`src/verilog/satc_pkg.sv`:
```
// Shared constants for the converter conversion-control block.
package satc_pkg;
  localparam int CLK_MHZ = 50;
  localparam int CLK_PERIOD_NS = 20;
  localparam int NUM_CH = 8;
  localparam int RES_BITS = 12;
  localparam int ADDR_BITS = 4;
  localparam int FRAME_BITS = 16;
  localparam int CNT_W = 13;
  // Control word field positions, first bit on the wire is bit 15.
  localparam int CW_WRITE = 15;
  localparam int CW_REPEAT = 14;
  localparam int CW_CH0 = 13;
  localparam int CW_TEMP = 5;
  localparam int CW_EXTREF = 2;
  localparam int CW_AVG = 1;
  localparam int CW_PPD = 0;
  localparam logic [15:0] CW_RESET = 16'h0000;
  localparam logic [15:0] RESULT_RESET = 16'h0000;
  localparam logic [3:0] TEMP_ADDR = 4'h8;
  localparam logic [11:0] SAR_FIRST = 12'h800;
  // Temperature measurement timing.
  localparam int TEMP_TOTAL_US = 100;
  localparam int TEMP_TOTAL_CYC = TEMP_TOTAL_US * CLK_MHZ;
  localparam int TEMP_STEP_CYC = 16;
  localparam int TEMP_CONV_CYC = RES_BITS * TEMP_STEP_CYC;
  localparam int TEMP_INT_CYC = TEMP_TOTAL_CYC - TEMP_CONV_CYC;
  // Power-down/reset pin pulse window; longest time rounds down, least rounds up.
  localparam int RST_PULSE_MIN_NS = 1;
  localparam int RST_PULSE_MAX_NS = 100;
  localparam int RST_PULSE_MIN_CYC = (RST_PULSE_MIN_NS + CLK_PERIOD_NS - 1) / CLK_PERIOD_NS;
  localparam int RST_PULSE_MAX_CYC = RST_PULSE_MAX_NS / CLK_PERIOD_NS;
  typedef enum logic [1:0] {
    TS_IDLE = 2'b00,
    TS_INTEG = 2'b01,
    TS_CONV = 2'b11
  } satc_temp_state_t;
endpackage

```
`src/verilog/satc_sar_if.sv`:
```
// Interface between the control logic and the successive-approximation register.
`timescale 1ns/100ps
interface satc_sar_if;
  logic start;
  logic step;
  logic comp;
  logic [11:0] trial;
  logic busy;
  logic done;
  logic [11:0] result;
  modport ctrl (output start, output step, output comp, input trial, input busy, input done, input result);
  modport sar (input start, input step, input comp, output trial, output busy, output done, output result);
endinterface

```
`src/verilog/satc_sar.sv`:
```
// Successive-approximation register that resolves one bit per step.
`timescale 1ns/100ps
module satc_sar (
  input wire logic i_clk,
  input wire logic i_rst,
  input wire logic i_ce,
  satc_sar_if.sar s
);
  logic [11:0] code_q;
  logic [11:0] mask_q;
  logic done_q;
  wire [11:0] kept = s.comp ? code_q : (code_q & ~mask_q);
  wire [11:0] next_mask = mask_q >> 1;

  // Each step keeps or drops the bit under trial, then tries the next lower one.
  always_ff @(posedge i_clk)
  begin
    if (i_rst)
    begin
      code_q <= 12'h000;
      mask_q <= 12'h000;
      done_q <= 1'b0;
    end
    else if (i_ce)
    begin
      done_q <= 1'b0;
      if (s.start)
      begin
        code_q <= satc_pkg::SAR_FIRST;
        mask_q <= satc_pkg::SAR_FIRST;
      end
      else if (s.step && mask_q != 12'h000)
      begin
        code_q <= kept | next_mask;
        mask_q <= next_mask;
        done_q <= (next_mask == 12'h000);
      end
    end
  end

  assign s.trial = code_q;
  assign s.busy = (mask_q != 12'h000);
  assign s.done = done_q;
  assign s.result = code_q;
endmodule

```
`src/verilog/satc_ctrl.sv`:
```
// Conversion control: frame handling, sequencer, temperature timing and power states.
`timescale 1ns/100ps
// Overview of operation
// - A conversion result is shifted out in the transfer after its conversion.
// - In repeat mode each voltage-start chip-select fall moves to the next selected channel of eight; otherwise the first selected after channel 0.
// - The host serial clock shifts data and steps the voltage conversion.
// - Voltage results are straight binary; temperature results are twos complement.
// - Voltage codes run 0 to 4095, one code per reference step.
// - Temperature runs integration then conversion; integration starts at chip-select fall.
// - Integration plus conversion of temperature takes about 100 microseconds.
// - Temperature conversion starts by itself when integration ends.
// - Temperature busy is high from integration start until conversion ends.
// - Temperature codes are signed quarter degrees, minus 2048 to plus 2047.
// - Setting the temperature select bit makes the device measure temperature.
// - Partial power-down bit and power-down pin choose the power state.
// - Track-and-hold returns to tracking at the end of each conversion.
// - Chip-select fall holds the input and starts conversion; low enables output.
// - Frame holds four address bits then twelve result bits, MSB first.
// - Control bits on the serial input are captured on falling clock edges.
// - A short low reset pulse resets; a longer low level powers down.
module satc_ctrl #(
  parameter int P_TEMP_INT_CYC = satc_pkg::TEMP_INT_CYC
) (
  input wire logic I_REF_CLK,
  input wire logic I_RST,
  input wire logic I_CE,
  input wire logic I_CS_N,
  input wire logic I_SCLK,
  input wire logic I_DIN,
  input wire logic I_POWERDOWN_RESET_PIN_N,
  input wire logic I_COMP,
  output logic O_DOUT,
  output logic O_DOUT_OE,
  output logic O_TEMP_BUSY_OUT,
  output logic O_HOLD,
  output logic O_TEMP_SOURCE,
  output logic [3:0] O_MUX_CH,
  output logic [11:0] O_DAC_CODE,
  output logic O_EXT_REF,
  output logic O_PARTIAL_PD,
  output logic O_FULL_PD
);
  satc_sar_if sar_bus ();

  logic [2:0] cs_sync_q, sclk_sync_q, pd_sync_q;
  logic [1:0] din_sync_q;
  logic soft_rst_q;
  logic [15:0] ctrl_q, cw_shift_q, out_q, result_q;
  logic [4:0] bit_cnt_q;
  logic [2:0] ch_q;
  logic conv_temp_q, out_now_q, full_pd_q;
  logic [satc_pkg::CNT_W-1:0] tcnt_q, pd_cnt_q;
  satc_pkg::satc_temp_state_t tstate_q;

  wire rst_all = I_RST | soft_rst_q;
  satc_sar u_sar (.i_clk(I_REF_CLK), .i_rst(rst_all), .i_ce(I_CE), .s(sar_bus.sar));

  // Pins come from outside the clock domain, so each passes two flops before use.
  always_ff @(posedge I_REF_CLK)
  begin
    if (I_RST)
    begin
      cs_sync_q <= 3'h7;
      sclk_sync_q <= 3'h7;
      pd_sync_q <= 3'h7;
      din_sync_q <= 2'h0;
    end
    else if (I_CE)
    begin
      cs_sync_q <= {cs_sync_q[1:0], I_CS_N};
      sclk_sync_q <= {sclk_sync_q[1:0], I_SCLK};
      pd_sync_q <= {pd_sync_q[1:0], I_POWERDOWN_RESET_PIN_N};
      din_sync_q <= {din_sync_q[0], I_DIN};
    end
  end

  // Edge decode looks only at the second and third stages.
  wire cs_low = ~cs_sync_q[1];
  wire cs_fall = cs_sync_q[2] & ~cs_sync_q[1];
  wire cs_rise = ~cs_sync_q[2] & cs_sync_q[1];
  wire sclk_fall = sclk_sync_q[2] & ~sclk_sync_q[1];
  wire pd_low = ~pd_sync_q[1];
  wire pd_rise = ~pd_sync_q[2] & pd_sync_q[1];
  wire frame_edge = cs_low & sclk_fall;

  // Channel decode: CH0 sits at the top of the channel field.
  wire [7:0] ch_mask;
  genvar gi;
  generate
    for (gi = 0; gi < satc_pkg::NUM_CH; gi++)
    begin : g_chmask
      assign ch_mask[gi] = ctrl_q[satc_pkg::CW_CH0 - gi];
    end
  endgenerate

  // Next selected channel after the current one in repeat mode, else after channel 0, wrapping round the eight inputs.
  function automatic logic [2:0] next_sel(input logic [7:0] m, input logic [2:0] cur, input logic rep);
    logic [2:0] pick;
    logic [2:0] idx;
    logic found;
    pick = cur;
    found = 1'b0;
    for (int k = 1; k <= 8; k++)
    begin
      idx = rep ? 3'(cur + 3'(k)) : 3'(k);
      if (!found && m[idx])
      begin
        pick = idx;
        found = 1'b1;
      end
    end
    return pick;
  endfunction

  wire temp_sel = ctrl_q[satc_pkg::CW_TEMP];
  wire [2:0] next_ch = next_sel(ch_mask, ch_q, ctrl_q[satc_pkg::CW_REPEAT]);
  wire volt_start = cs_fall & ~temp_sel & ~sar_bus.busy & ~full_pd_q;
  wire temp_start = cs_fall & temp_sel & (tstate_q == satc_pkg::TS_IDLE) & ~full_pd_q;
  wire integ_end = (tstate_q == satc_pkg::TS_INTEG) && (tcnt_q == satc_pkg::CNT_W'(P_TEMP_INT_CYC - 1));
  wire temp_tick = (tstate_q == satc_pkg::TS_CONV) && (tcnt_q == satc_pkg::CNT_W'(satc_pkg::TEMP_STEP_CYC - 1));
  wire [11:0] temp_code = {~sar_bus.result[11], sar_bus.result[10:0]};
  wire cw_take = cs_rise & (bit_cnt_q == 5'(satc_pkg::FRAME_BITS)) & cw_shift_q[satc_pkg::CW_WRITE];

  // SAR is stepped by the serial clock for voltages and by a timer for temperature.
  assign sar_bus.start = volt_start | integ_end;
  assign sar_bus.step = conv_temp_q ? temp_tick : frame_edge;
  assign sar_bus.comp = I_COMP;

  // Control word capture on falling serial edges; only the first sixteen count.
  always_ff @(posedge I_REF_CLK)
  begin
    if (rst_all)
    begin
      cw_shift_q <= satc_pkg::CW_RESET;
      bit_cnt_q <= 5'h00;
      ctrl_q <= satc_pkg::CW_RESET;
    end
    else if (I_CE)
    begin
      if (cs_fall)
        bit_cnt_q <= 5'h00;
      else if (frame_edge && bit_cnt_q != 5'(satc_pkg::FRAME_BITS))
      begin
        cw_shift_q <= {cw_shift_q[14:0], din_sync_q[1]};
        bit_cnt_q <= bit_cnt_q + 5'h01;
      end
      if (cw_take)
        ctrl_q <= cw_shift_q;
    end
  end

  // Output frame loads last result at chip-select fall and shifts on falling edges.
  always_ff @(posedge I_REF_CLK)
  begin
    if (rst_all)
    begin
      out_q <= satc_pkg::RESULT_RESET;
      ch_q <= 3'h0;
      conv_temp_q <= 1'b0;
    end
    else if (I_CE)
    begin
      if (cs_fall)
        out_q <= result_q;
      else if (frame_edge)
        out_q <= {out_q[14:0], 1'b0};
      if (volt_start)
      begin
        ch_q <= next_ch;
        conv_temp_q <= 1'b0;
      end
      else if (integ_end)
        conv_temp_q <= 1'b1;
    end
  end

  // Result store: address nibble over the coded twelve-bit value.
  always_ff @(posedge I_REF_CLK)
  begin
    if (rst_all)
      result_q <= satc_pkg::RESULT_RESET;
    else if (I_CE && sar_bus.done)
      result_q <= conv_temp_q ? {satc_pkg::TEMP_ADDR, temp_code} : {1'b0, ch_q, sar_bus.result};
  end

  // Temperature phases; the timer restarts at each phase change.
  always_ff @(posedge I_REF_CLK)
  begin
    if (rst_all)
    begin
      tstate_q <= satc_pkg::TS_IDLE;
      tcnt_q <= '0;
    end
    else if (I_CE)
    begin
      case (tstate_q)
        satc_pkg::TS_IDLE:
        begin
          tcnt_q <= '0;
          if (temp_start)
            tstate_q <= satc_pkg::TS_INTEG;
        end
        satc_pkg::TS_INTEG:
        begin
          tcnt_q <= integ_end ? '0 : tcnt_q + 1'b1;
          if (integ_end)
            tstate_q <= satc_pkg::TS_CONV;
        end
        satc_pkg::TS_CONV:
        begin
          tcnt_q <= temp_tick ? '0 : tcnt_q + 1'b1;
          if (sar_bus.done)
            tstate_q <= satc_pkg::TS_IDLE;
        end
        default: tstate_q <= satc_pkg::TS_IDLE;
      endcase
    end
  end

  // Power-down pin: a short low pulse is a reset, a long low level is full power-down.
  // Pulses shorter than one clock period may be missed by the sampler.
  always_ff @(posedge I_REF_CLK)
  begin
    if (I_RST)
    begin
      pd_cnt_q <= '0;
      full_pd_q <= 1'b0;
      soft_rst_q <= 1'b0;
    end
    else if (I_CE)
    begin
      soft_rst_q <= pd_rise && pd_cnt_q >= satc_pkg::CNT_W'(satc_pkg::RST_PULSE_MIN_CYC)
        && pd_cnt_q <= satc_pkg::CNT_W'(satc_pkg::RST_PULSE_MAX_CYC);
      if (!pd_low)
        pd_cnt_q <= '0;
      else if (pd_cnt_q != '1)
        pd_cnt_q <= pd_cnt_q + 1'b1;
      full_pd_q <= pd_low && pd_cnt_q >= satc_pkg::CNT_W'(satc_pkg::RST_PULSE_MAX_CYC);
    end
  end

  // Outputs to the analog section and the serial pin.
  always_ff @(posedge I_REF_CLK)
  begin
    if (rst_all)
    begin
      O_DOUT <= 1'b0;
      O_TEMP_BUSY_OUT <= 1'b0;
      O_PARTIAL_PD <= 1'b0;
      out_now_q <= 1'b0;
    end
    else if (I_CE)
    begin
      O_DOUT <= out_q[15];
      out_now_q <= cs_low;
      O_TEMP_BUSY_OUT <= temp_start | (tstate_q != satc_pkg::TS_IDLE && !(sar_bus.done && conv_temp_q));
      O_PARTIAL_PD <= ctrl_q[satc_pkg::CW_PPD] & ~cs_low & ~sar_bus.busy & (tstate_q == satc_pkg::TS_IDLE);
    end
  end

  assign O_DOUT_OE = out_now_q;
  assign O_HOLD = sar_bus.busy;
  assign O_TEMP_SOURCE = conv_temp_q;
  assign O_MUX_CH = {1'b0, ch_q};
  assign O_DAC_CODE = sar_bus.trial;
  assign O_EXT_REF = ctrl_q[satc_pkg::CW_EXTREF];
  assign O_FULL_PD = full_pd_q;
endmodule

```
`config.mk`:
```
export PLATFORM = sky130hd
export DESIGN_NAME = satc_ctrl
export DESIGN_NICKNAME = d
export VERILOG_FILES = /design/src/verilog/satc_pkg.sv /design/src/verilog/satc_sar_if.sv /design/src/verilog/satc_sar.sv /design/src/verilog/satc_ctrl.sv
export SDC_FILE = /design/constraint.sdc
export NUM_CORES = 1
export LEC_CHECK = 0
export BUFFER_PORTS_ARGS = -buffer_cell sky130_fd_sc_hd__buf_4
export CORE_ASPECT_RATIO = 0.8
export CORE_MARGIN = 5
export CORE_UTILIZATION = 55
export DETAILED_ROUTE_END_ITERATION = 12
export GPL_TIMING_DRIVEN = 0
export PLACE_DENSITY = 0.75
export SETUP_SLACK_MARGIN = 0.02
export SYNTH_ARGS = -nofsm -noshare
export SYNTH_HDL_FRONTEND = slang
export SYNTH_SLANG_ARGS = --single-unit
```
`constraint.sdc`:
```
create_clock -name I_REF_CLK -period 2.81 [get_ports I_REF_CLK]
set_input_delay 0.562 -clock I_REF_CLK [delete_from_list [all_inputs] [get_ports I_REF_CLK]]
set_output_delay 0.562 -clock I_REF_CLK [all_outputs]
set_load 0.005 [all_outputs]
```
==> flow_summary.yaml <==
synth:
  synthesis.area_sq_um: 6710
  synthArstFlopShare: 0
  synth_fp_nets: 842
  ys.flop_type: "dfxtp_1"
  synth_warnings: 0
  ys_seq_area_frac: 0.415
  synth_seq_cells: 139
  postSynthAreaPerCell_sq_um: 8.12
  synth_edf_count: 0
  syn-instance-count: 827
  ys_types: 84
global_routing:
  grt_antenna_before_repair: 0
  gr-total-overflow: 0
  grt_pass1_vias: 5907
  use_met2: 0.407
  track_usage: 0.248
  met1_usage: 0.332
  grt_pass1_wl_um: 29100
  top_usage_layer: "met2"
  grtUsageMet3: 0.0554
  grt_max_degree: 17
sta:
  setup_slack_ns: -0.0286
  post-route-min-period_ns: 2.84
  drv_slew: 0
  rsz0062_at_grt: "yes"
  final_hold_viol_count: 0
  setup_viol_count_final: 1
  fmax_mhz: 352
  fin_crit_sh: 1.01
  tns_ns: -0.0286
  max_slew.worst_pin.slew_ns: 0.818
  finalClockSkew_ns: 0.00857
  relSlewSlack: 0.450
clocking:
  cts_root_buf: "clkbuf_16"
  ctsHoldBuffers: 0
  cts_tree: "yes"
  numCtsBuffers: 17
  clkSlewWorstSetupHoldPaths_ns: 0.06
  insertion_delay_ns: 0.42
  cts_sinks: 139
  h-tree-depth: 4
  clk_path_buf_depth: 2
die:
  core_sq_um: 12100
  die_x_um: 134
  fp.dieArea_sq_um: 14500
  die_y_um: 109
  initial_core_util: 0.556
  rows: 36
  pin_count: 32
hold_path:
  min_path_cells: 3
  hold_path_class: "primary input to register"
finish:
  n_fill_cell: 1040
  syn2layout_area_growth_pct: 16.7
  n_antenna_cell: 0
  finalNetCount: 902
  drive_gt1_frac: 0.131
  finalInstanceArea_sq_um: 7830
critical_path:
  worstReg2RegEnd: "ch_q[1]$_SDFFE_PP0P_"
  crit_start: "ch_q[1]$_SDFFE_PP0P_"
  end_kind: "register"
  rr_worst_depth: 12
  crit_arrival_ns: 3.12
  cp_max_fo: 5
  cp.required_ns: 3.09
  crit_path_start_kind: "register"
  criticalPathCategory: "register to register"
  critPathCapture: "ch_q[1]$_SDFFE_PP0P_"
  reg2reg_slack_ns: -0.03
  r2r-start: "ch_q[1]$_SDFFE_PP0P_"
placement:
  place_hpwl_um: 12400
  placed_area_sq_um: 7130
  globalplace.congestion: 0.921
  portBuffers: 29
routing:
  vias: 6309
  drc_errors: 0
  drt_iter0_drc: 516
  routed_wl_um: 17600
  firstDrtPassIters: 5
  routedWlPerCell_um: 16.7
  via_per_inst: 6.00
  ant_nets: 0
power:
  p_leak_nw: 2.82
  powerDensity_nw_per_um2: 540
  vdd_drop_max_uv: 431
status:
  violations: "setup timing"
  status: "finished with violations"
job:
  drv_cap: 0
==> cell type report <==
| cell class | count | area, sq um | share of cell area |
|---|---|---|---|
| inverters | 17 | 70.1 | 0.00894 |
| clock inverters | 10 | 95.1 | 0.0121 |
| repair buffers | 42 | 319 | 0.0407 |
| flip-flops and latches | 139 | 2790 | 0.356 |
| clock buffers | 21 | 450 | 0.0575 |
| well taps | 152 | 190 | 0.0243 |
| plain buffers | 49 | 258 | 0.0329 |
| multi-input cells | 621 | 3660 | 0.468 |
==> per-layer routing <==
| layer | up-vias | share of wire |
|---|---|---|
| met1 | 3028 | 0.45 |
| met5 | - | 0 |
| li1 | 3034 | - |
| met2 | 225 | 0.47 |
| met3 | 22 | 0.066 |
| met4 | 0 | 0.013 |
==> cell usage after synthesis (6+ instances only) <==
cell	instances	area, sq um
a21oi_1	97	485
a311oi_1	15	131
ha_1	7	87.6
nor2_1	97	364
and2_1	6	37.5
xnor2_1	7	61.3
o21ai_0	20	100
or3_1	9	56.3
clkbuf_1	38	143
dfxtp_1	139	2780
nor4_1	8	50.1
nand3_1	18	90.1
a211oi_1	9	67.6
inv_1	15	56.3
xor2_1	13	114
a31oi_1	10	62.6
nor3_1	12	60.1
o21ai_1	12	60.1
and3_1	10	62.6
mux2i_1	32	320
nand2_1	152	571
==> through the flow <==
| stage | worst slack [ns] | hold WS (ns) | utilization | total power [mW] | cells |
|---|---|---|---|---|---|
| after global routing | -0.168 | 0.374 | 0.649 | 4.38 | 1051 |
| final | -0.0286 | 0.368 | 0.649 | 4.23 | 1051 |
| after detailed placement | -0.246 | 0.435 | 0.591 | 2.20 | 1008 |
| after global placement | -0.216 | 0.433 | 0.591 | 2.20 | 1008 |
| after floorplan | 0.0214 | 0.423 | - | 2.15 | 827 |
| after CTS | 0.0214 | 0.358 | 0.643 | 4.25 | 1046 |
==> state kept, by name (all words and copies together), names as in the netlist, 12 cells and up <==
| name | count |
|---|---|
| result_q | 16 |
| cw_shift_q | 16 |
| ctrl_q | 12 |
| pd_cnt_q | 13 |
| u_sar.mask_q | 12 |
| tcnt_q | 13 |
| u_sar.s.result | 12 |
| out_q | 16 |
==> layout by cell type (no fill, tap or decap), types with 4 or more instances in the layout <==
cell type,netlist,final
xor2_1,13,12
or3_1,9,9
clkinvlp_4,0,6
clkbuf_16,0,17
a211oi_1,9,9
nand2b_1,4,4
a21oi_1,97,97
xnor2_1,7,7
nor3_1,12,11
dfxtp_1,139,137
a311oi_1,15,15
and2_1,6,6
buf_4,2,43
inv_1,15,13
a31oi_1,10,9
nand3_1,18,18
nor4_1,8,7
o21ai_0,20,19
o22ai_1,4,4
o21ai_1,12,13
ha_1,7,6
mux2i_1,32,32
nor2_1,97,97
and3_1,10,10
clkbuf_1,38,41
nand4_1,4,4
a22oi_1,4,4
nand2_1,152,152
==> worst max-delay path, cell delays in order, from the launching register on <==
cell and delay (ns):
dfxtp_2 0.34, buf_6 0.11, clkinvlp_4 0.10, ha_4 0.31, mux2_4 0.30, a221o_1 0.38
o22ai_4 0.21, o211ai_4 0.16, nor3_4 0.31, buf_6 0.15, inv_2 0.03, o211ai_1 0.20
o32ai_2 0.11
==> what timing repair did <==
| action | in CTS | in global routing |
|---|---|---|
| endpoints found under the hold margin | 0 | 0 |
| endpoints found under the setup margin | 3 | 12 |
| pin swaps | 5 | 10 |
| resized for setup | 7 | 7 |
| setup buffers | 8 | 5 |
==> cell families after synthesis <==
kind of cell / share of synthesized area
simple gates: 0.232
compound gates: 0.208
flops: 0.415
buf+inv: 0.0473
mux: 0.0589
xor+xnor: 0.0261
fa+ha+maj: 0.0130
other cells: 0.000559
==> worst min path at each step <==
stage | start | end | slack (ns)
2_1_floorplan | pd_sync_q[2]$_SDFFE_PP1P_ | pd_sync_q[2]$_SDFFE_PP1P_ | 0.42
3_3_place_gp | pd_sync_q[2]$_SDFFE_PP1P_ | pd_sync_q[2]$_SDFFE_PP1P_ | 0.43
3_5_place_dp | pd_sync_q[2]$_SDFFE_PP1P_ | pd_sync_q[2]$_SDFFE_PP1P_ | 0.44
4_1_cts | I_CS_N | cs_sync_q[0]$_SDFFE_PP1P_ | 0.36
5_1_grt | I_POWERDOWN_RESET_PIN_N | pd_sync_q[0]$_SDFFE_PP1P_ | 0.37
6_report | I_SCLK | sclk_sync_q[0]$_SDFFE_PP1P_ | 0.37
==> power by group <==
part / leakage (nW) / internal [mW] / switching (mW) / total (mW)
Combinational: 1.44 / 0.0509 / 0.108 / 0.159
Sequential: 1.12 / 1.99 / 0.0148 / 2.01
Clock: 0.252 / 1.24 / 0.834 / 2.07
Total: 2.82 / 3.28 / 0.957 / 4.23
No activity file was read; power rests on OpenSTA's default activity.
